File: src/verilog/spcc_pkg.sv
/*
 Package for the switch port configuration control block: speed modes,
 power-saving modes, frame limits, collision limit and link timing.
 Assumes one 250 MHz clock domain shared by every user of the package.
*/
package spcc_pkg;

    // Configured speed encodings
    localparam logic [3:0] SPD_DISABLE = 4'h0;
    localparam logic [3:0] SPD_10_HDX = 4'h1;
    localparam logic [3:0] SPD_10_FDX = 4'h2;
    localparam logic [3:0] SPD_100_HDX = 4'h3;
    localparam logic [3:0] SPD_100_FDX = 4'h4;
    localparam logic [3:0] SPD_1G_FDX = 4'h5;
    localparam logic [3:0] SPD_10G_FDX = 4'h6;
    localparam logic [3:0] SPD_AUTO_FIB10G = 4'h7;
    localparam logic [3:0] SPD_AUTO_FIB1G = 4'h8;
    localparam logic [3:0] SPD_AUTO = 4'h9;

    // Current link speed report encodings
    localparam logic [2:0] CUR_DOWN = 3'h0;
    localparam logic [2:0] CUR_10M = 3'h1;
    localparam logic [2:0] CUR_100M = 3'h2;
    localparam logic [2:0] CUR_1G = 3'h3;
    localparam logic [2:0] CUR_10G = 3'h4;

    // Power-saving modes
    localparam logic [1:0] PWR_NONE = 2'h0;
    localparam logic [1:0] PWR_DOWN_ONLY = 2'h1;
    localparam logic [1:0] PWR_UP_ONLY = 2'h2;
    localparam logic [1:0] PWR_BOTH = 2'h3;

    // Frame size limits in bytes, FCS included
    localparam logic [13:0] FRAME_MIN = 14'd1518;
    localparam logic [13:0] FRAME_MAX_COPPER = 14'd9600;
    localparam logic [13:0] FRAME_MAX_FIBER = 14'd9000;

    // Collisions before the excessive-collision action
    localparam logic [4:0] COLL_LIMIT = 5'd16;

    // Link restart hold time
    localparam int CLK_MHZ = 250;
    localparam int RESTART_NS = 1000;
    localparam int RESTART_CYC = (RESTART_NS * CLK_MHZ + 999) / 1000;

endpackage

File: src/verilog/spcc_port.sv
/*
 Per-port configuration and status control for one switch port: speed and
 duplex selection, shutdown, negotiation start, pause, frame size limit,
 excessive collisions, power saving and crossover control.
 Assumes a PCS/PHY beside it that performs the negotiation itself and
 reports link state, resolved speed and the partner's pause bit.
*/
// Contract
// - Disabled speed setting shuts the port down.
// - Forced 10/100 half/full, gigabit full only.
// - Forced ten-gigabit full duplex supported.
// - Auto settings: 1G fiber, 10G fiber, copper.
// - Auto mode: flow enable is advertisement only.
// - Forced mode: flow enable applies directly.
// - Report whether received pause halts transmit.
// - Report whether port transmits pause frames.
// - Auto pause from last completed negotiation.
// - Frame limit incl FCS, copper 9600, fiber 9000.
// - Default: drop frame after 16 collisions.
// - Restart mode: restart backoff after 16.
// - Power saving: none, down, up, both.
// - Forced 10/100 disables crossover detection.
// - Expose link state and current speed.
`timescale 1ns/1ps
module spcc_port #(
    parameter int RESTART_CYCLES = spcc_pkg::RESTART_CYC
) (
    // Clock and reset
    input wire logic mclk_i,
    input wire logic arst_n_i,
    input wire logic ce_i,
    // Configuration
    input wire logic [3:0] cfg_speed_i,
    input wire logic cfg_fc_en_i,
    input wire logic [13:0] cfg_max_frame_i,
    input wire logic cfg_fiber_i,
    input wire logic cfg_coll_restart_i,
    input wire logic [1:0] cfg_power_i,
    // PHY status
    input wire logic phy_link_up_i,
    input wire logic [2:0] phy_speed_i,
    input wire logic an_done_i,
    input wire logic partner_pause_i,
    // Transmit events
    input wire logic tx_frame_start_i,
    input wire logic tx_collision_i,
    // Receive length check
    input wire logic rx_frame_end_i,
    input wire logic [13:0] rx_frame_len_i,
    // PHY control
    output logic port_enable_o,
    output logic an_enable_o,
    output logic an_restart_o,
    output logic [2:0] force_speed_o,
    output logic full_duplex_forced_o,
    output logic half_duplex_forced_o,
    output logic an_adv_pause_o,
    output logic fiber_10g_o,
    output logic mdix_auto_o,
    output logic link_down_power_save_o,
    output logic link_up_power_save_o,
    // MAC control
    output logic [13:0] max_frame_o,
    output logic rx_oversize_o,
    output logic tx_drop_o,
    output logic tx_backoff_restart_o,
    // Status
    output logic rx_pause_o,
    output logic tx_pause_o,
    output logic link_up_o,
    output logic [2:0] cur_speed_o
);

    typedef enum logic [1:0] {ST_DOWN, ST_RESTART, ST_RUN} spcc_state_t;

    function automatic logic spcc_is_auto(input logic [3:0] s);
        spcc_is_auto = (s == spcc_pkg::SPD_AUTO) ||
            (s == spcc_pkg::SPD_AUTO_FIB1G) ||
            (s == spcc_pkg::SPD_AUTO_FIB10G);
    endfunction

    function automatic logic spcc_is_low(input logic [3:0] s);
        spcc_is_low = (s == spcc_pkg::SPD_10_HDX) ||
            (s == spcc_pkg::SPD_10_FDX) ||
            (s == spcc_pkg::SPD_100_HDX) ||
            (s == spcc_pkg::SPD_100_FDX);
    endfunction

    spcc_state_t state_reg;
    spcc_state_t state_next;
    logic [15:0] cnt_reg;
    logic [15:0] cnt_next;
    logic [3:0] spd_reg;
    logic [3:0] spd_next;
    logic fc_reg;
    logic fc_next;
    logic restart_reg;
    logic restart_next;
    logic [2:0] fspd_reg;
    logic [2:0] fspd_next;
    logic fdx_reg;
    logic fdx_next;
    logic hdx_reg;
    logic hdx_next;
    logic mdix_reg;
    logic mdix_next;
    logic [13:0] maxf_reg;
    logic [13:0] maxf_next;
    logic ovs_reg;
    logic ovs_next;
    logic ldps_reg;
    logic ldps_next;
    logic lups_reg;
    logic lups_next;
    logic link_reg;
    logic link_next;
    logic [2:0] cur_reg;
    logic [2:0] cur_next;
    logic [13:0] fmax;
    logic cfg_change;
    logic is_auto;

    assign is_auto = spcc_is_auto(spd_reg);
    assign cfg_change = (cfg_speed_i != spd_reg) || (cfg_fc_en_i != fc_reg);
    assign fmax = cfg_fiber_i ? spcc_pkg::FRAME_MAX_FIBER
        : spcc_pkg::FRAME_MAX_COPPER;

    // Link control state machine
    always_comb begin
        state_next = state_reg;
        cnt_next = cnt_reg;
        spd_next = cfg_speed_i;
        fc_next = cfg_fc_en_i;
        restart_next = 1'b0;
        case (state_reg)
            ST_DOWN: begin
                if (cfg_speed_i != spcc_pkg::SPD_DISABLE) begin
                    state_next = ST_RESTART;
                    cnt_next = 16'h0000;
                end
            end
            ST_RESTART: begin
                // Hold link down long enough for the partner to notice
                if (cfg_speed_i == spcc_pkg::SPD_DISABLE) begin
                    state_next = ST_DOWN;
                end else if (cfg_change) begin
                    cnt_next = 16'h0000;
                end else if (cnt_reg == 16'(RESTART_CYCLES - 1)) begin
                    state_next = ST_RUN;
                    restart_next = spcc_is_auto(cfg_speed_i);
                end else begin
                    cnt_next = cnt_reg + 16'h0001;
                end
            end
            ST_RUN: begin
                if (cfg_speed_i == spcc_pkg::SPD_DISABLE) begin
                    state_next = ST_DOWN;
                end else if (cfg_change) begin
                    state_next = ST_RESTART;
                    cnt_next = 16'h0000;
                end
            end
            default: state_next = ST_DOWN;
        endcase
    end

    always_ff @(posedge mclk_i or negedge arst_n_i) begin
        if (!arst_n_i) begin
            state_reg <= ST_DOWN;
            cnt_reg <= 16'h0000;
            spd_reg <= spcc_pkg::SPD_DISABLE;
            fc_reg <= 1'b0;
            restart_reg <= 1'b0;
        end else if (ce_i) begin
            state_reg <= state_next;
            cnt_reg <= cnt_next;
            spd_reg <= spd_next;
            fc_reg <= fc_next;
            restart_reg <= restart_next;
        end
    end

    // Forced speed, duplex and crossover decode
    always_comb begin
        fspd_next = spcc_pkg::CUR_DOWN;
        fdx_next = 1'b0;
        hdx_next = 1'b0;
        mdix_next = ~spcc_is_low(cfg_speed_i);
        case (cfg_speed_i)
            spcc_pkg::SPD_10_HDX: begin
                fspd_next = spcc_pkg::CUR_10M;
                hdx_next = 1'b1;
            end
            spcc_pkg::SPD_10_FDX: begin
                fspd_next = spcc_pkg::CUR_10M;
                fdx_next = 1'b1;
            end
            spcc_pkg::SPD_100_HDX: begin
                fspd_next = spcc_pkg::CUR_100M;
                hdx_next = 1'b1;
            end
            spcc_pkg::SPD_100_FDX: begin
                fspd_next = spcc_pkg::CUR_100M;
                fdx_next = 1'b1;
            end
            spcc_pkg::SPD_1G_FDX: begin
                fspd_next = spcc_pkg::CUR_1G;
                fdx_next = 1'b1;
            end
            spcc_pkg::SPD_10G_FDX: begin
                fspd_next = spcc_pkg::CUR_10G;
                fdx_next = 1'b1;
            end
            default: fspd_next = spcc_pkg::CUR_DOWN;
        endcase
    end

    // Frame limit, power saving and status
    always_comb begin
        maxf_next = maxf_reg;
        // Out-of-range request is clamped, not ignored
        if (cfg_max_frame_i < spcc_pkg::FRAME_MIN) begin
            maxf_next = spcc_pkg::FRAME_MIN;
        end else if (cfg_max_frame_i > fmax) begin
            maxf_next = fmax;
        end else begin
            maxf_next = cfg_max_frame_i;
        end
        ovs_next = rx_frame_end_i && (rx_frame_len_i > maxf_reg);
        ldps_next = (cfg_power_i == spcc_pkg::PWR_DOWN_ONLY) ||
            (cfg_power_i == spcc_pkg::PWR_BOTH);
        lups_next = (cfg_power_i == spcc_pkg::PWR_UP_ONLY) ||
            (cfg_power_i == spcc_pkg::PWR_BOTH);
        link_next = phy_link_up_i && (state_reg == ST_RUN);
        cur_next = link_next ? phy_speed_i : spcc_pkg::CUR_DOWN;
    end

    always_ff @(posedge mclk_i or negedge arst_n_i) begin
        if (!arst_n_i) begin
            fspd_reg <= spcc_pkg::CUR_DOWN;
            fdx_reg <= 1'b0;
            hdx_reg <= 1'b0;
            mdix_reg <= 1'b1;
            maxf_reg <= spcc_pkg::FRAME_MIN;
            ovs_reg <= 1'b0;
            ldps_reg <= 1'b0;
            lups_reg <= 1'b0;
            link_reg <= 1'b0;
            cur_reg <= spcc_pkg::CUR_DOWN;
        end else if (ce_i) begin
            fspd_reg <= fspd_next;
            fdx_reg <= fdx_next;
            hdx_reg <= hdx_next;
            mdix_reg <= mdix_next;
            maxf_reg <= maxf_next;
            ovs_reg <= ovs_next;
            ldps_reg <= ldps_next;
            lups_reg <= lups_next;
            link_reg <= link_next;
            cur_reg <= cur_next;
        end
    end

    spcc_pause u_pause (
        .mclk_i(mclk_i),
        .arst_n_i(arst_n_i),
        .ce_i(ce_i),
        .auto_i(is_auto),
        .fc_en_i(fc_reg),
        .an_done_i(an_done_i),
        .partner_pause_i(partner_pause_i),
        .rx_pause_o(rx_pause_o),
        .tx_pause_o(tx_pause_o)
    );

    spcc_coll u_coll (
        .mclk_i(mclk_i),
        .arst_n_i(arst_n_i),
        .ce_i(ce_i),
        .restart_mode_i(cfg_coll_restart_i),
        .frame_start_i(tx_frame_start_i),
        .collision_i(tx_collision_i),
        .drop_o(tx_drop_o),
        .backoff_restart_o(tx_backoff_restart_o)
    );

    assign port_enable_o = (state_reg == ST_RUN);
    assign an_enable_o = port_enable_o && is_auto;
    assign an_restart_o = restart_reg;
    assign an_adv_pause_o = is_auto && fc_reg;
    assign fiber_10g_o = (spd_reg == spcc_pkg::SPD_AUTO_FIB10G) ||
        (spd_reg == spcc_pkg::SPD_10G_FDX);
    assign force_speed_o = fspd_reg;
    assign full_duplex_forced_o = fdx_reg;
    assign half_duplex_forced_o = hdx_reg;
    assign mdix_auto_o = mdix_reg;
    assign link_down_power_save_o = ldps_reg;
    assign link_up_power_save_o = lups_reg;
    assign max_frame_o = maxf_reg;
    assign rx_oversize_o = ovs_reg;
    assign link_up_o = link_reg;
    assign cur_speed_o = cur_reg;

endmodule // spcc_port

File: src/verilog/spcc_coll.sv
/*
 Excessive-collision counter for the port transmitter: counts collisions
 of the current frame and drops or restarts backoff at the limit.
 Assumes collision and frame-start strobes are one-cycle pulses.
*/
`timescale 1ns/1ps
module spcc_coll (
    // Clock and reset
    input wire logic mclk_i,
    input wire logic arst_n_i,
    input wire logic ce_i,
    // Control
    input wire logic restart_mode_i,
    input wire logic frame_start_i,
    input wire logic collision_i,
    // Actions
    output logic drop_o,
    output logic backoff_restart_o
);

    logic [4:0] count_reg;
    logic [4:0] count_next;
    logic drop_reg;
    logic drop_next;
    logic rst_reg;
    logic rst_next;

    always_comb begin
        count_next = count_reg;
        drop_next = 1'b0;
        rst_next = 1'b0;
        if (frame_start_i) begin
            count_next = 5'h00;
        end else if (collision_i) begin
            if (count_reg == spcc_pkg::COLL_LIMIT - 5'd1) begin
                count_next = 5'h00;
                // Restart keeps the frame alive with a fresh backoff
                drop_next = ~restart_mode_i;
                rst_next = restart_mode_i;
            end else begin
                count_next = count_reg + 5'd1;
            end
        end
    end

    always_ff @(posedge mclk_i or negedge arst_n_i) begin
        if (!arst_n_i) begin
            count_reg <= 5'h00;
            drop_reg <= 1'b0;
            rst_reg <= 1'b0;
        end else if (ce_i) begin
            count_reg <= count_next;
            drop_reg <= drop_next;
            rst_reg <= rst_next;
        end
    end

    assign drop_o = drop_reg;
    assign backoff_restart_o = rst_reg;

endmodule // spcc_coll

File: src/verilog/spcc_pause.sv
/*
 Pause resolution: forced speeds apply the enable directly, automatic
 speeds resolve from own advertisement and the partner's.
 Assumes negotiation results arrive with a one-cycle done pulse.
*/
`timescale 1ns/1ps
module spcc_pause (
    // Clock and reset
    input wire logic mclk_i,
    input wire logic arst_n_i,
    input wire logic ce_i,
    // Configuration
    input wire logic auto_i,
    input wire logic fc_en_i,
    // Negotiation result
    input wire logic an_done_i,
    input wire logic partner_pause_i,
    // Operating state
    output logic rx_pause_o,
    output logic tx_pause_o
);

    logic rx_reg;
    logic rx_next;
    logic tx_reg;
    logic tx_next;

    always_comb begin
        rx_next = rx_reg;
        tx_next = tx_reg;
        if (!auto_i) begin
            rx_next = fc_en_i;
            tx_next = fc_en_i;
        end else if (an_done_i) begin
            // Symmetric pause only: both ends must advertise
            rx_next = fc_en_i & partner_pause_i;
            tx_next = fc_en_i & partner_pause_i;
        end
    end

    always_ff @(posedge mclk_i or negedge arst_n_i) begin
        if (!arst_n_i) begin
            rx_reg <= 1'b0;
            tx_reg <= 1'b0;
        end else if (ce_i) begin
            rx_reg <= rx_next;
            tx_reg <= tx_next;
        end
    end

    assign rx_pause_o = rx_reg;
    assign tx_pause_o = tx_reg;

endmodule // spcc_pause

File: config.mk
export PLATFORM = sky130hd
export DESIGN_NAME = spcc_port
export DESIGN_NICKNAME = d
export VERILOG_FILES = /design/src/verilog/spcc_pkg.sv /design/src/verilog/spcc_port.sv /design/src/verilog/spcc_coll.sv /design/src/verilog/spcc_pause.sv
export SDC_FILE = /design/constraint.sdc
export NUM_CORES = 1
export LEC_CHECK = 0
export BUFFER_PORTS_ARGS = -buffer_cell sky130_fd_sc_hd__buf_2
export CAP_MARGIN = 20
export CORE_ASPECT_RATIO = 1.5
export CORE_MARGIN = 2
export CORE_UTILIZATION = 54
export DETAILED_ROUTE_END_ITERATION = 10
export PLACE_DENSITY = 0.79
export REMOVE_ABC_BUFFERS = 1
export SYNTH_ARGS = -nofsm -noshare
export SYNTH_HDL_FRONTEND = slang
export SYNTH_SLANG_ARGS = --single-unit
File: constraint.sdc
create_clock -name mclk_i -period 2.7 [get_ports mclk_i]
set_clock_uncertainty 0.1 [all_clocks]
set_input_delay 0.135 -clock mclk_i [delete_from_list [all_inputs] [get_ports mclk_i]]
set_output_delay 0.135 -clock mclk_i [all_outputs]
set_load 0.01 [all_outputs]
Word-level counts from Yosys, hierarchy flattened
Cells that the tools add are included.
{"block": "word_totals", "reg_bits": 59, "output_inout_bits": 36, "word_cells": 122}
{"block": "classes", "n_reduce_logical": 28, "n_bitwise": 3, "n_mux": 36, "magnitude_cmp": 3, "add_sub_neg": 2, "n_eq_ne": 31}
{"operator": "16-bit two-way mux", "n": 6}
{"operator": "16-bit case mux with 3 select lines", "n": 1}
{"operator": "14-bit greater-than comparator", "n": 2}
{"operator": "14-bit two-way mux", "n": 2}
{"operator": "4-bit by 3-bit == test with 1-bit output, second input constant", "n": 6}
{"operator": "16-bit by 1-bit adder with 16-bit output, second input constant", "n": 1}
{"operator": "16-bit by 8-bit == test with 1-bit output, second input constant", "n": 1}
{"operator": "4-bit == test, second input constant", "n": 4}
{"operator": "5-bit two-way mux", "n": 3}
{"operator": "14-bit by 11-bit less-than comparator with 1-bit output, second input constant", "n": 1}
{"operator": "1-bit two-way mux", "n": 14}
{"operator": "2-bit two-way mux", "n": 6}
{"operator": "3-bit case mux with 4 select lines", "n": 1}
{"operator": "1-bit logical OR", "n": 11}
{"operator": "11-bit two-way mux", "n": 1}
{"operator": "3-bit inequality test, second input constant", "n": 3}
{"operator": "4-bit by 2-bit == test with 1-bit output, second input constant", "n": 2}
{"operator": "2-bit inequality test, second input constant", "n": 4}
{"operator": "7-bit AND reduction", "n": 1}
{"operator": "2-bit == test, second input constant", "n": 3}
{"operator": "2-bit case mux with 3 select lines", "n": 1}
{"operator": "2-bit OR reduction", "n": 3}
{"operator": "5-bit by 1-bit adder with 5-bit output, second input constant", "n": 1}
{"operator": "5-bit by 4-bit == test with 1-bit output, second input constant", "n": 1}
{"operator": "other kinds (18)", "n": 24}

Longest topological paths before layout
Gate-level depths: netlist of run 1.
{"block": "logic_depth", "depth_word": 7, "depth_mapped": 8}

Hierarchy
A second synthesis of run 1 with hierarchy kept.
{"block": "unflattened", "cells_unflattened": 355, "hier_area_um2": 3453.3}
{"module": "spcc_port", "area_each_um2": 3025.4, "cells_each": 311, "seq_area_each_um2": 1287.5, "instances": 1}
{"module": "spcc_coll", "area_each_um2": 369.1, "cells_each": 37, "seq_area_each_um2": 175.2, "instances": 1}
{"module": "spcc_pause", "area_each_um2": 58.8, "cells_each": 7, "seq_area_each_um2": 25.0, "instances": 1}

Worst setup path after synthesis of run 1
OpenSTA, ideal clock, no wires.
{"block": "synth_path", "kind": "reg2reg", "start": "register cnt_reg[1]", "end": "register cnt_reg[1]", "arrival_ns": 1.860, "path_buffers": 0, "path_slack_ns": 0.612, "setup_ns": 0.128, "required_time_ns": 2.472, "stages_incl_launch_ff": 8, "cell_sequence": "dfrtp_1 -> inv_1 -> ha_1 -> nor4b_1 -> nand4_1 -> o41ai_4 -> a21oi_2 -> mux2_1"}
{"block": "synth_between", "elab_chain_cells": 5, "elab_cells_between_ends": 8, "classes_between": "add/sub: 1; eq/ne: 2; mux: 4; reduce/logical: 1"}
{"item": "start: declaration", "line_no": "spcc_port.sv:91", "rtl": "logic [15:0] cnt_reg;"}
{"item": "start signal: assignment", "line_no": "spcc_port.sv:176", "rtl": "cnt_reg <= cnt_next;"}
{"item": "16-bit by 1-bit adder with 16-bit output", "line_no": "spcc_port.sv:152", "rtl": "cnt_next = cnt_reg + 16'h0001;"}
{"item": "16-bit two-way mux", "line_no": "spcc_port.sv:148", "rtl": "end else if (cnt_reg == 16'(RESTART_CYCLES - 1)) begin"}
{"item": "16-bit two-way mux", "line_no": "spcc_port.sv:146", "rtl": "end else if (cfg_change) begin"}
{"item": "16-bit two-way mux", "line_no": "spcc_port.sv:144", "rtl": "if (cfg_speed_i == spcc_pkg::SPD_DISABLE) begin"}
{"item": "16-bit case mux with 3 select lines", "line_no": "spcc_port.sv:135", "rtl": "case (state_reg)"}
Several ways; a longest one is shown, not always the timed one. The select of a mux whose other input is x is not followed.
A chain may end at the register's enable or synchronous reset.

Worst setup path after layout of run 1
Ends and elaborated chain as after synthesis.

==> flow_metrics.tcl, run 1 <==
set metrics [dict create \
    run_status "finished, final reports clean" \
    dpl_cells 511 \
    crit_arrival_ns 2.58 \
    share_of_cell_area_taken_by_muxes_after_synthesis_pct 3.409 \
    clock_power_share_pct 35.1 \
    min_period_ns 2.456 \
    avgRoutedWirePerCell_um 16.06 \
    worst_slack_ns 0.2441 \
    setup_repair_after_global_routing_missed_its_margin "no" \
    core_um2 6396 \
    worst_skew_pair.late_latency_ns 0.34 \
    gr-total-overflow 0 \
    wire_length_of_the_first_global_routing_pass_um 14590 \
    port_buffers 84 \
    detail_route.first_pass.iterations 4 \
    detailroute.via_count 3271 \
    vdd_ir_drop_max_mv 0.3375 \
    crit_required_ns 2.82 \
    critical_path_buffers_and_inverters 1 \
    worst-r2r-setup-slack_ns 0.24 \
    worst-slew-pin-transition_ns 0.7860 \
    synth_top_family_by_area "compound AO/OA/AOI/OAI gates" \
    ys_seq_elements 59 \
    synth.avg_cell_area_um2 9.733 \
    netlist.area_leader.share_pct 35.51 \
    syn_area_um2 3523 \
    timing.reg2reg.worst_path_depth 7 \
    power_per_cell_area_nw_per_um2 500.4 \
    global_route.usage.total_pct 25.43 \
    remaining_drc_errors 0 \
    syn_inst 362 \
    power_frac_comb_pct 19.9 \
    final_net_count 540 \
    worst_path_max_delay_cell "sky130_fd_sc_hd__o41ai_4" \
    worst_r2r_startpoint "cnt_reg[1]" \
    number_of_stages_on_the_worst_setup_path 7 \
    gp_congestion 0.9497 \
    first_iter_violations 137 \
    maxSlewHeadroom_pct 47.60 \
    total_leakage_power_uw 0.002084 \
    hold_viol_final 0 \
    reported_max_cap_violation_count 0 \
    synth-seq-area-share_pct 42.22 \
    flip_flop_count_of_the_largest_register_all_copies_and_words_added 16 \
    rows 36 \
    ys_top_cells_by_count "sky130_fd_sc_hd__dfrtp_1, sky130_fd_sc_hd__inv_1, sky130_fd_sc_hd__nand2_1" \
    power_frac_seq_pct 45.1 \
    grt_antenna_before_repair 0 \
    area.growth.synth_to_final_pct 25.64 \
    critPathCapture "cnt_reg[1]" \
    multiInputGateArea_um2 1834 \
    clk_pin_slew_worst_paths_ns 0.07 \
    hp_class "input pin to flip-flop" \
    clock_sinks 59 \
    number_of_buffers_between_clock_root_and_the_deepest_sink 2 \
    drt_wl_total_um 8835 \
    grt_max_degree 35 \
    insertedDiodeCount 0 \
    dieHeight_um 102.9 \
    drive_above_1_share_pct 27.85 \
    synth-xor-area-share_pct 1.491 \
    critical_path_class "flip-flop to flip-flop" \
    setup_viol_count_final 0 \
    die_area_um2 7200 \
    crit_path_start "cnt_reg[1]" \
    synth_simple_gate_area_share_pct 16.65 \
    crit_path_max_fanout 15 \
    cts.repair.resized 0 \
    synthDominantAreaCellType "sky130_fd_sc_hd__dfrtp_1" \
    max_frequency_mhz 407.2 \
    synth_enable_flop_cells 0 \
    post-route-period-util_pct 90.96 \
    power.switching_fraction_pct 28.34 \
    cts_tree "yes" \
    crit_chain "inv_1 -> ha_1 -> nor4b_1 -> nand4_1 -> o41ai_4 -> a21oi_2 -> mux2_1" \
    synthesis.yosys.warnings 0 \
    start_util_pct 55.09 \
    cts_buffers 9 \
    postSynth.topFlopCell "sky130_fd_sc_hd__dfrtp_1" \
    p_total_uw 2215 \
    netSwitchingPower_uw 627.8 \
    worst_path_largest_cell_delay_ns 0.44 \
    fin_hold_ws_ns 0.01969 \
    post_layout_nonfiller_instances 550 \
    top_level_ports 85 \
    asyncSetResetFlopFracSynth_pct 100.0 \
    vias_in_the_first_global_route 3242 \
    clock_tree.root_cell "sky130_fd_sc_hd__clkbuf_8" \
    p_int_uw 1587 \
    synth_compound_area_share_pct 22.69 \
    die_width_um 69.96 \
    critical_path.startpoint_type "flip-flop" \
    cp_top_family "compound AO/OA/AOI/OAI gates" \
    cts_htree_levels 3 \
    count_of_pins_over_their_slew_limit 0 \
    antenna_violating_nets_post_route 0 \
    hpwl_um 6400 \
    setup_tns_ns 0 \
    fillerInstances 496 \
    yosys.area_share.adder_pct 7.813 \
    route.detailed.vias_per_inst 5.947 \
    ys_types 66 \
    synth.top_cells.by_area "sky130_fd_sc_hd__dfrtp_1, sky130_fd_sc_hd__ha_1, sky130_fd_sc_hd__dfstp_2" \
    worst_setup_path_end_kind "flip-flop" \
    dpl_worst_slack_ns 0.1643 \
    seqCellArea_um2 1488 \
    r2r-end "cnt_reg[1]" \
    synth_most_common_cell "sky130_fd_sc_hd__dfrtp_1" \
]
## layout make-up
cell class / count / share of cell area [%]
multi-input combinational: 258 / 41.44
sequential: 59 / 33.61
timing repair buffer: 113 / 15.94
clock buffer: 13 / 4.042
inverter: 28 / 2.374
tap: 76 / 2.148
clock inverter: 3 / 0.4522
## worst min path at each step
stage                            start              to  slack, ns  depth (start not counted)
floorplan                     arst_n_i    an_restart_o      -0.26                          0
global placement              arst_n_i      cnt_reg[5]       0.07                          1
detailed placement            arst_n_i      cnt_reg[2]       0.08                          1
CTS                 cfg_max_frame_i[5]  max_frame_o[5]      0.001                          3
global route            cfg_speed_i[3]      spd_reg[3]       0.02                          2
finish              cfg_max_frame_i[5]  max_frame_o[5]       0.02                          3
## logic make-up after synthesis
family / count (synthesis)
mux: 11
compound gates: 109
simple gates: 110
flops: 59
xor+xnor: 6
buf+inv: 45
fa+ha+maj: 22
## metrics by stage
step,utilization [%],cell area (um2)
floorplan,-,3427
global placement,62.54,4000
detailed placement,62.54,4000
CTS,69.09,4419
global route,69.21,4427
finish,69.21,4427
## layout by cell type, fill, tap and decap left out, types with 4 or more instances in the layout
cell and count:
sky130_fd_sc_hd__o2bb2ai_1 11, sky130_fd_sc_hd__o21ai_1 5, sky130_fd_sc_hd__nor4_1 5, sky130_fd_sc_hd__a31oi_1 15, sky130_fd_sc_hd__nand3_1 12, sky130_fd_sc_hd__dfrtp_1 50
sky130_fd_sc_hd__buf_2 84, sky130_fd_sc_hd__nor2b_1 8, sky130_fd_sc_hd__o21ai_0 11, sky130_fd_sc_hd__nand4_1 10, sky130_fd_sc_hd__xnor2_1 5, sky130_fd_sc_hd__clkbuf_8 13
sky130_fd_sc_hd__dfstp_2 9, sky130_fd_sc_hd__nor2_1 19, sky130_fd_sc_hd__nand2_1 25, sky130_fd_sc_hd__a21oi_1 19, sky130_fd_sc_hd__nor3_1 9, sky130_fd_sc_hd__a21o_1 7
sky130_fd_sc_hd__buf_4 6, sky130_fd_sc_hd__a22o_1 4, sky130_fd_sc_hd__inv_1 28, sky130_fd_sc_hd__dlygate4sd3_1 22, sky130_fd_sc_hd__ha_1 22, sky130_fd_sc_hd__mux2_2 7
sky130_fd_sc_hd__a41oi_1 4
## worst min-delay path: stages
cell                       delay [ns]
sky130_fd_sc_hd__buf_2           0.12
sky130_fd_sc_hd__nor2_1          0.10
sky130_fd_sc_hd__a221oi_1        0.08
## what timing repair did
item                      CTS  global route
hold buffers               22             0
hold endpoints to repair   44             0
buffers inserted            0             0
## layer usage
| layer | vias to the layer above | routed length (um) | GRT usage, % |
|---|---|---|---|
| li1 | 1589 | - | - |
| met1 | 1574 | 3509 | 28.32 |
| met2 | 91 | 4726 | 46.37 |
| met3 | 17 | 409 | 5.376 |
| met4 | 0 | 189 | 12.13 |
| met5 | - | 0 | 0 |
## power groups by stage
stage                     logic (uW)  registers (uW)  clock network (uW)
after floorplan                  209            1030                   0
after global placement           399            1010                   0
after detailed placement         412            1010                   0
after CTS                        439             998                 797
after global routing             489            1010                 839
final                            440             998                 777
(Power assumes the default switching activity.)
==> run 2: changes to the inputs <==
CORE_UTILIZATION = 55   (was 54)
PLACE_DENSITY = 0.81   (was 0.79)
SYNTH_HIERARCHICAL = 1   (was default)
clock period = 3.14 ns   (was 2.7 ns; I/O delays follow)
==> flow_metrics.tcl, run 2 <==
set metrics [dict create \
    synth-seq-area-share_pct 43.08 \
    dpl_cells 506 \
    synthDominantAreaCellType "sky130_fd_sc_hd__dfrtp_1" \
    cts_tree "yes" \
    grt_antenna_before_repair 0 \
    cts_htree_levels 3 \
    maxSlewHeadroom_pct 49.12 \
    r2r-end "cnt_reg[1]" \
    worst-r2r-setup-slack_ns 0.70 \
    detailroute.via_count 3168 \
    vdd_ir_drop_max_mv 0.4062 \
    setup_viol_count_final 0 \
    ys_types 63 \
    ys_seq_elements 59 \
    synth_top_family_by_area "compound AO/OA/AOI/OAI gates" \
    grt_max_degree 30 \
    antenna_violating_nets_post_route 0 \
    post_layout_nonfiller_instances 541 \
    worst_slack_ns 0.6972 \
    post-cts-setup-buffer-count 0 \
    layout.cells.most_common "sky130_fd_sc_hd__buf_2" \
    reported_max_cap_violation_count 0 \
    clock_sinks 59 \
    postSynth.topFlopCell "sky130_fd_sc_hd__dfrtp_1" \
    top_level_ports 85 \
    ys_top_cells_by_count "sky130_fd_sc_hd__dfrtp_1, sky130_fd_sc_hd__nand2_1, sky130_fd_sc_hd__inv_1" \
    post_route_core_utilization_pct 70.69 \
    timing.reg2reg.worst_path_depth 6 \
    synth_enable_flop_cells 0 \
    cts_buffers 9 \
    worst_r2r_startpoint "cnt_reg[1]" \
    hp-start "cfg_speed_i[3]" \
    synth_compound_area_share_pct 20.47 \
    synth_simple_gate_area_share_pct 17.72 \
    max_frequency_mhz 409.4 \
    area.growth.synth_to_final_pct 25.51 \
    rows 35 \
    route.detailed.vias_per_inst 5.856 \
    syn_inst 355 \
    crit_chain "inv_1 -> ha_1 -> or4b_4 -> nor4_4 -> a31oi_2 -> mux2_1" \
    count_of_pins_over_their_slew_limit 0 \
    detail_route.first_pass.iterations 4 \
    gp_congestion 0.8157 \
    remaining_drc_errors 0 \
    start_util_pct 56.33 \
    power.switching_fraction_pct 27.98 \
    min_period_ns 2.443 \
    insertedDiodeCount 0 \
    die_area_um2 6942 \
    crit_arrival_ns 2.57 \
    whs_path_depth 2 \
    crit_path_max_fanout 15 \
    setup_tns_ns 0 \
    die_width_um 68.70 \
    clk_pin_slew_worst_paths_ns 0.07 \
    crit_required_ns 3.26 \
    clock_power_share_pct 36.0 \
    share_of_cell_area_taken_by_muxes_after_synthesis_pct 3.514 \
    core_um2 6131 \
    netlist.area_leader.share_pct 36.23 \
    worst_skew_pair.late_latency_ns 0.34 \
    synth-xor-area-share_pct 1.522 \
    dpl_worst_slack_ns 0.6923 \
    clock_tree.root_cell "sky130_fd_sc_hd__clkbuf_8" \
    min_to "force_speed_o[2]" \
    final_cell_mix "sky130_fd_sc_hd__buf_2, sky130_fd_sc_hd__dfrtp_1, sky130_fd_sc_hd__nand2_1" \
    dieHeight_um 101.0 \
    hp_class "input pin to flip-flop" \
    worst_path_largest_cell_delay_ns 0.47 \
    synth_most_common_cell "sky130_fd_sc_hd__dfrtp_1" \
    post-route-period-util_pct 77.79 \
    cp_top_family "simple AND/OR/NAND/NOR gates" \
    vias_in_the_first_global_route 3130 \
    hold_viol_final 0 \
    critical_path_class "flip-flop to flip-flop" \
    first_iter_violations 199 \
    netSwitchingPower_uw 532.6 \
    critical_path.startpoint_type "flip-flop" \
    port_buffers 84 \
    worst-slew-pin-transition_ns 0.7608 \
    drive_above_1_share_pct 28.69 \
    flip_flop_count_of_the_largest_register_all_copies_and_words_added 16 \
    gr-total-overflow 0 \
    synth.top_cells.by_area "sky130_fd_sc_hd__dfrtp_1, sky130_fd_sc_hd__ha_1, sky130_fd_sc_hd__dfstp_2" \
    p_total_uw 1903 \
    synth.avg_cell_area_um2 9.728 \
    final_net_count 533 \
    total_leakage_power_uw 0.002058 \
    number_of_buffers_between_clock_root_and_the_deepest_sink 2 \
    setup_repair_after_global_routing_missed_its_margin "no" \
    hpwl_um 6298 \
    run_status "finished, final reports clean" \
    p_int_uw 1371 \
    syn_area_um2 3453 \
    drt_wl_total_um 8534 \
    yosys.area_share.adder_pct 7.971 \
    global_route.usage.total_pct 26.73 \
    worst_path_max_delay_cell "sky130_fd_sc_hd__or4b_4" \
    avgRoutedWirePerCell_um 15.77 \
    power_frac_comb_pct 18.8 \
    asyncSetResetFlopFracSynth_pct 100.0 \
    synthesis.yosys.warnings 6 \
    power_frac_seq_pct 45.2 \
    worst_setup_path_end_kind "flip-flop" \
    critical_path_buffers_and_inverters 1 \
    power_per_cell_area_nw_per_um2 439.2 \
    wire_length_of_the_first_global_routing_pass_um 13990 \
]
-- run 2: worst max path at each step --
stage | slack, ns | from | endpoint | depth (start not counted)
floorplan | 0.92 | cnt_reg[1] | cnt_reg[1] | 6
global placement | 0.76 | cnt_reg[1] | cnt_reg[1] | 6
CTS | 0.68 | cnt_reg[1] | cnt_reg[1] | 6
global route | 0.58 | cnt_reg[1] | cnt_reg[1] | 6
finish | 0.70 | cnt_reg[1] | cnt_reg[1] | 6
detailed placement | 0.69 | cnt_reg[1] | cnt_reg[1] | 6
-- run 2: what timing repair did --
item	CTS	global route
endpoints found under the hold margin	39	0
gates resized for setup	0	0
hold buffers	19	0
-- run 2: area by class of cell --
cell class                 count  area [um2]
clock buffer                  12       145.1
clock inverter                 4       50.05
fill                         464        1797
inverter                      32       120.1
multi-input combinational    249        1768
sequential                    59        1488
tap                           74       92.59
timing repair buffer         111       670.6
-- run 2: cell families after synthesis --
family          after synthesis
simple gates                112
buf+inv                      47
fa+ha+maj                    22
xor+xnor                      6
compound gates               98
flops                        59
mux                          11
-- run 2: worst reg2reg max path, delay by kind of cell, from the launching register on --
| kind | cells | cell delay (ns) |
|---|---|---|
| buffers and inverters | 1 | 0.07 |
| adders and majority gates | 1 | 0.13 |
| DFF | 1 | 0.43 |
| muxes | 1 | 0.43 |
| AOI/OAI and AO/OA | 1 | 0.35 |
| and+or+nand+nor | 2 | 0.82 |
-- run 2: routing by layer --
| metal | vias to the layer above | GRT usage (%) | wire, um |
|---|---|---|---|
| met5 | - | 0 | 0 |
| met4 | 0 | 11.31 | 149 |
| met1 | 1522 | 31.48 | 3384 |
| li1 | 1536 | - | - |
| met2 | 97 | 46.52 | 4597 |
| met3 | 13 | 4.581 | 402 |
-- run 2: power by group through the flow --
stage / clock, uW / combinational (uW) / sequential, uW
5_1_grt: 728 / 401 / 868
6_report: 686 / 357 / 861
4_1_cts: 695 / 358 / 860
3_3_place_gp: 0 / 325 / 870
2_1_floorplan: 0 / 169 / 883
3_5_place_dp: 0 / 338 / 873
-- run 2: metrics by stage --
| step | cell area [um2] | hold slack [ns] |
|---|---|---|
| CTS | 4334 | 0.008717 |
| detailed placement | 3949 | 0.1255 |
| global placement | 3949 | 0.1146 |
| finish | 4334 | 0.02023 |
| global route | 4334 | 0.01875 |
| floorplan | 3376 | -0.2386 |
==> run 3: changes to the inputs <==
ABC_AREA = 1   (was default)
CORE_UTILIZATION = 50   (was 55)
PLACE_DENSITY = 0.76   (was 0.81)
clock period = 2.1 ns   (was 3.14 ns; I/O delays follow)
==> flow_metrics.tcl, run 3 <==
set metrics [dict create \
    cts_htree_levels 3 \
    gr-total-overflow 0 \
    detailroute.via_count 3994 \
    die_area_um2 8639 \
    setup_viol_count_final 0 \
    r2r-end "u_pause/rx_pause_o" \
    final_net_count 746 \
    hpwl_um 7734 \
    critical_path.startpoint_type "input pin" \
    netSwitchingPower_uw 1092 \
    worst_path_max_delay_cell "sky130_fd_sc_hd__dlygate4sd3_1" \
    worst_r2r_startpoint "spd_reg[1]" \
    power_frac_seq_pct 35.8 \
    worst-slew-pin-transition_ns 0.5946 \
    number_of_buffers_between_clock_root_and_the_deepest_sink 2 \
    run_status "finished, final reports clean" \
    crit_required_ns 2.22 \
    worst-r2r-setup-slack_ns 0.20 \
    power_frac_comb_pct 21.6 \
    netlist.area_leader.share_pct 31.69 \
    synth_most_common_cell "sky130_fd_sc_hd__nand2_1" \
    max_frequency_mhz 521.5 \
    hp_class "input pin to flip-flop" \
    dieHeight_um 112.8 \
    avgRoutedWirePerCell_um 13.61 \
    final_cell_mix "sky130_fd_sc_hd__nand2_1, sky130_fd_sc_hd__buf_2, sky130_fd_sc_hd__inv_1" \
    clock_tree.root_cell "sky130_fd_sc_hd__clkbuf_16" \
    hp-start "tx_frame_start_i" \
    wire_length_of_the_first_global_routing_pass_um 18180 \
    grt_antenna_before_repair 0 \
    critical_path_class "input pin to flip-flop" \
    drive_above_1_share_pct 20.18 \
    synthesis.yosys.warnings 6 \
    power.switching_fraction_pct 29.57 \
    die_width_um 76.56 \
    min_to "u_coll/count_reg[2]" \
    remaining_drc_errors 0 \
    power_per_cell_area_nw_per_um2 730.8 \
    postSynth.topFlopCell "sky130_fd_sc_hd__dfrtp_1" \
    synth-seq-area-share_pct 37.67 \
    reported_max_cap_violation_count 0 \
    post_route_core_utilization_pct 65.95 \
    min_period_ns 1.917 \
    first_iter_violations 161 \
    maxSlewHeadroom_pct 60.36 \
    setup_repair_after_global_routing_missed_its_margin "no" \
    hold_viol_final 0 \
    synth_enable_flop_cells 0 \
    clk_pin_slew_worst_paths_ns 0.05 \
    timing.reg2reg.worst_path_depth 10 \
    clock_power_share_pct 42.5 \
    whs_path_depth 4 \
    area.growth.synth_to_final_pct 27.95 \
    antenna_violating_nets_post_route 0 \
    start_util_pct 51.54 \
    top_level_ports 85 \
    ys_seq_elements 59 \
    gp_congestion 0.9081 \
    cts_buffers 9 \
    total_leakage_power_uw 0.002742 \
    crit_chain "dlygate4sd3_1 -> buf_2 -> nor2_1 -> nand2_1 -> o21ai_1 -> a21oi_4 -> nand2_4 -> nand2_1 -> nand2_1" \
    clock_sinks 59 \
    drt_wl_total_um 10630 \
    grt_max_degree 60 \
    critPathMostFrequentCell "sky130_fd_sc_hd__nand2_1" \
    synth.top_cells.by_area "sky130_fd_sc_hd__dfrtp_1, sky130_fd_sc_hd__nand2_1, sky130_fd_sc_hd__ha_1" \
    asyncSetResetFlopFracSynth_pct 100.0 \
    syn_area_um2 3949 \
    core_um2 7661 \
    global_route.usage.total_pct 26.29 \
    flip_flop_count_of_the_largest_register_all_copies_and_words_added 16 \
    synthDominantAreaCellType "sky130_fd_sc_hd__dfrtp_1" \
    ys_types 41 \
    worst_path_largest_cell_delay_ns 0.53 \
    post-route-period-util_pct 91.31 \
    ys_top_cells_by_count "sky130_fd_sc_hd__nand2_1, sky130_fd_sc_hd__inv_1, sky130_fd_sc_hd__nor2_1" \
    synth.avg_cell_area_um2 7.026 \
    layout.cells.most_common "sky130_fd_sc_hd__nand2_1" \
    crit_arrival_ns 2.04 \
    worst_setup_path_end_kind "flip-flop" \
    cts_tree "yes" \
    setup_tns_ns 0 \
    rows 39 \
    syn_inst 562 \
    insertedDiodeCount 0 \
    route.detailed.vias_per_inst 5.114 \
    port_buffers 84 \
    p_int_uw 2600 \
    count_of_pins_over_their_slew_limit 0 \
    worst_skew_pair.late_latency_ns 0.33 \
    detail_route.first_pass.iterations 4 \
    crit_path_max_fanout 17 \
    vias_in_the_first_global_route 3972 \
    vdd_ir_drop_max_mv 0.6553 \
]
-- run 3: worst max path at each step --
| stage | endpoint | slack (ns) | startpoint |
|---|---|---|---|
| after floorplan | rx_oversize_o | 0.40 | max_frame_o[8] |
| after global placement | max_frame_o[4] | 0.27 | cfg_fiber_i |
| after detailed placement | max_frame_o[1] | 0.22 | cfg_fiber_i |
| after CTS | u_pause/rx_pause_o | 0.07 | spd_reg[1] |
| after global routing | cnt_reg[14] | 0.02 | cnt_reg[0] |
| final | cnt_reg[15] | 0.18 | cfg_speed_i[1] |
-- run 3: worst max-delay path: cells and delay by family --
kind | cells | cell delay [ns]
compound gates | 2 | 0.55
buf+inv | 2 | 0.73
simple gates | 5 | 0.64
-- run 3: routing by layer --
layer	share of wire (%)	track usage (%)	up-vias	wire [um]
li1	-	-	2037	-
met1	39	29.29	1845	4184
met2	54	48.55	94	5789
met3	3.8	5.662	18	401
met4	2.4	10.30	0	256
met5	0	0	-	0
-- run 3: repair_timing --
item                                    in CTS  in global routing
gates resized for setup                      0                  2
hold buffers                                24                  0
endpoints found under the hold margin       83                  0
endpoints found under the setup margin       0                  1
setup buffers                                0                  0
-- run 3: power groups by stage --
stage / clock network [uW] / logic (uW) / registers [uW]
5_1_grt: 1660 / 900 / 1340
4_1_cts: 1600 / 795 / 1320
2_1_floorplan: 0 / 410 / 1360
3_3_place_gp: 0 / 729 / 1330
6_report: 1570 / 798 / 1320
3_5_place_dp: 0 / 754 / 1340
-- run 3: logic make-up (layout without fill, tap and decap cells) --
| family | count (synthesis) | after routing | share of synthesized area, % |
|---|---|---|---|
| buffers and inverters | 89 | 206 | 8.903 |
| adders and majority gates | 22 | 22 | 6.971 |
| AOI/OAI and AO/OA | 58 | 58 | 8.651 |
| xor gates and xnor gates | 6 | 6 | 1.331 |
| DFF | 59 | 59 | 37.67 |
| and+or+nand+nor | 328 | 328 | 36.47 |
-- run 3: stage by stage --
step | instances | setup WS (ns) | hold slack (ns) | instance area [um2] | total power [uW]
after CTS | 781 | 0.06766 | 0.002689 | 5045 | 3715
final | 781 | 0.1826 | 0.01554 | 5052 | 3692
after global placement | 742 | 0.2655 | 0.03551 | 4488 | 2063
after detailed placement | 742 | 0.2204 | 0.03420 | 4488 | 2091
after floorplan | 551 | 0.3978 | -0.2906 | 3890 | 1766
after global routing | 781 | 0.01681 | 0.02282 | 5052 | 3900
-- run 3: final cells by class --
class                   instances  area, um2
clock buffers                  10      239.0
fillers                       697       2609
well taps                     102      127.6
flip-flops and latches         59       1488
multi-input cells             414       2117
clock inverters                 5      77.57
repair buffers                113      710.7
inverters                      78      292.8
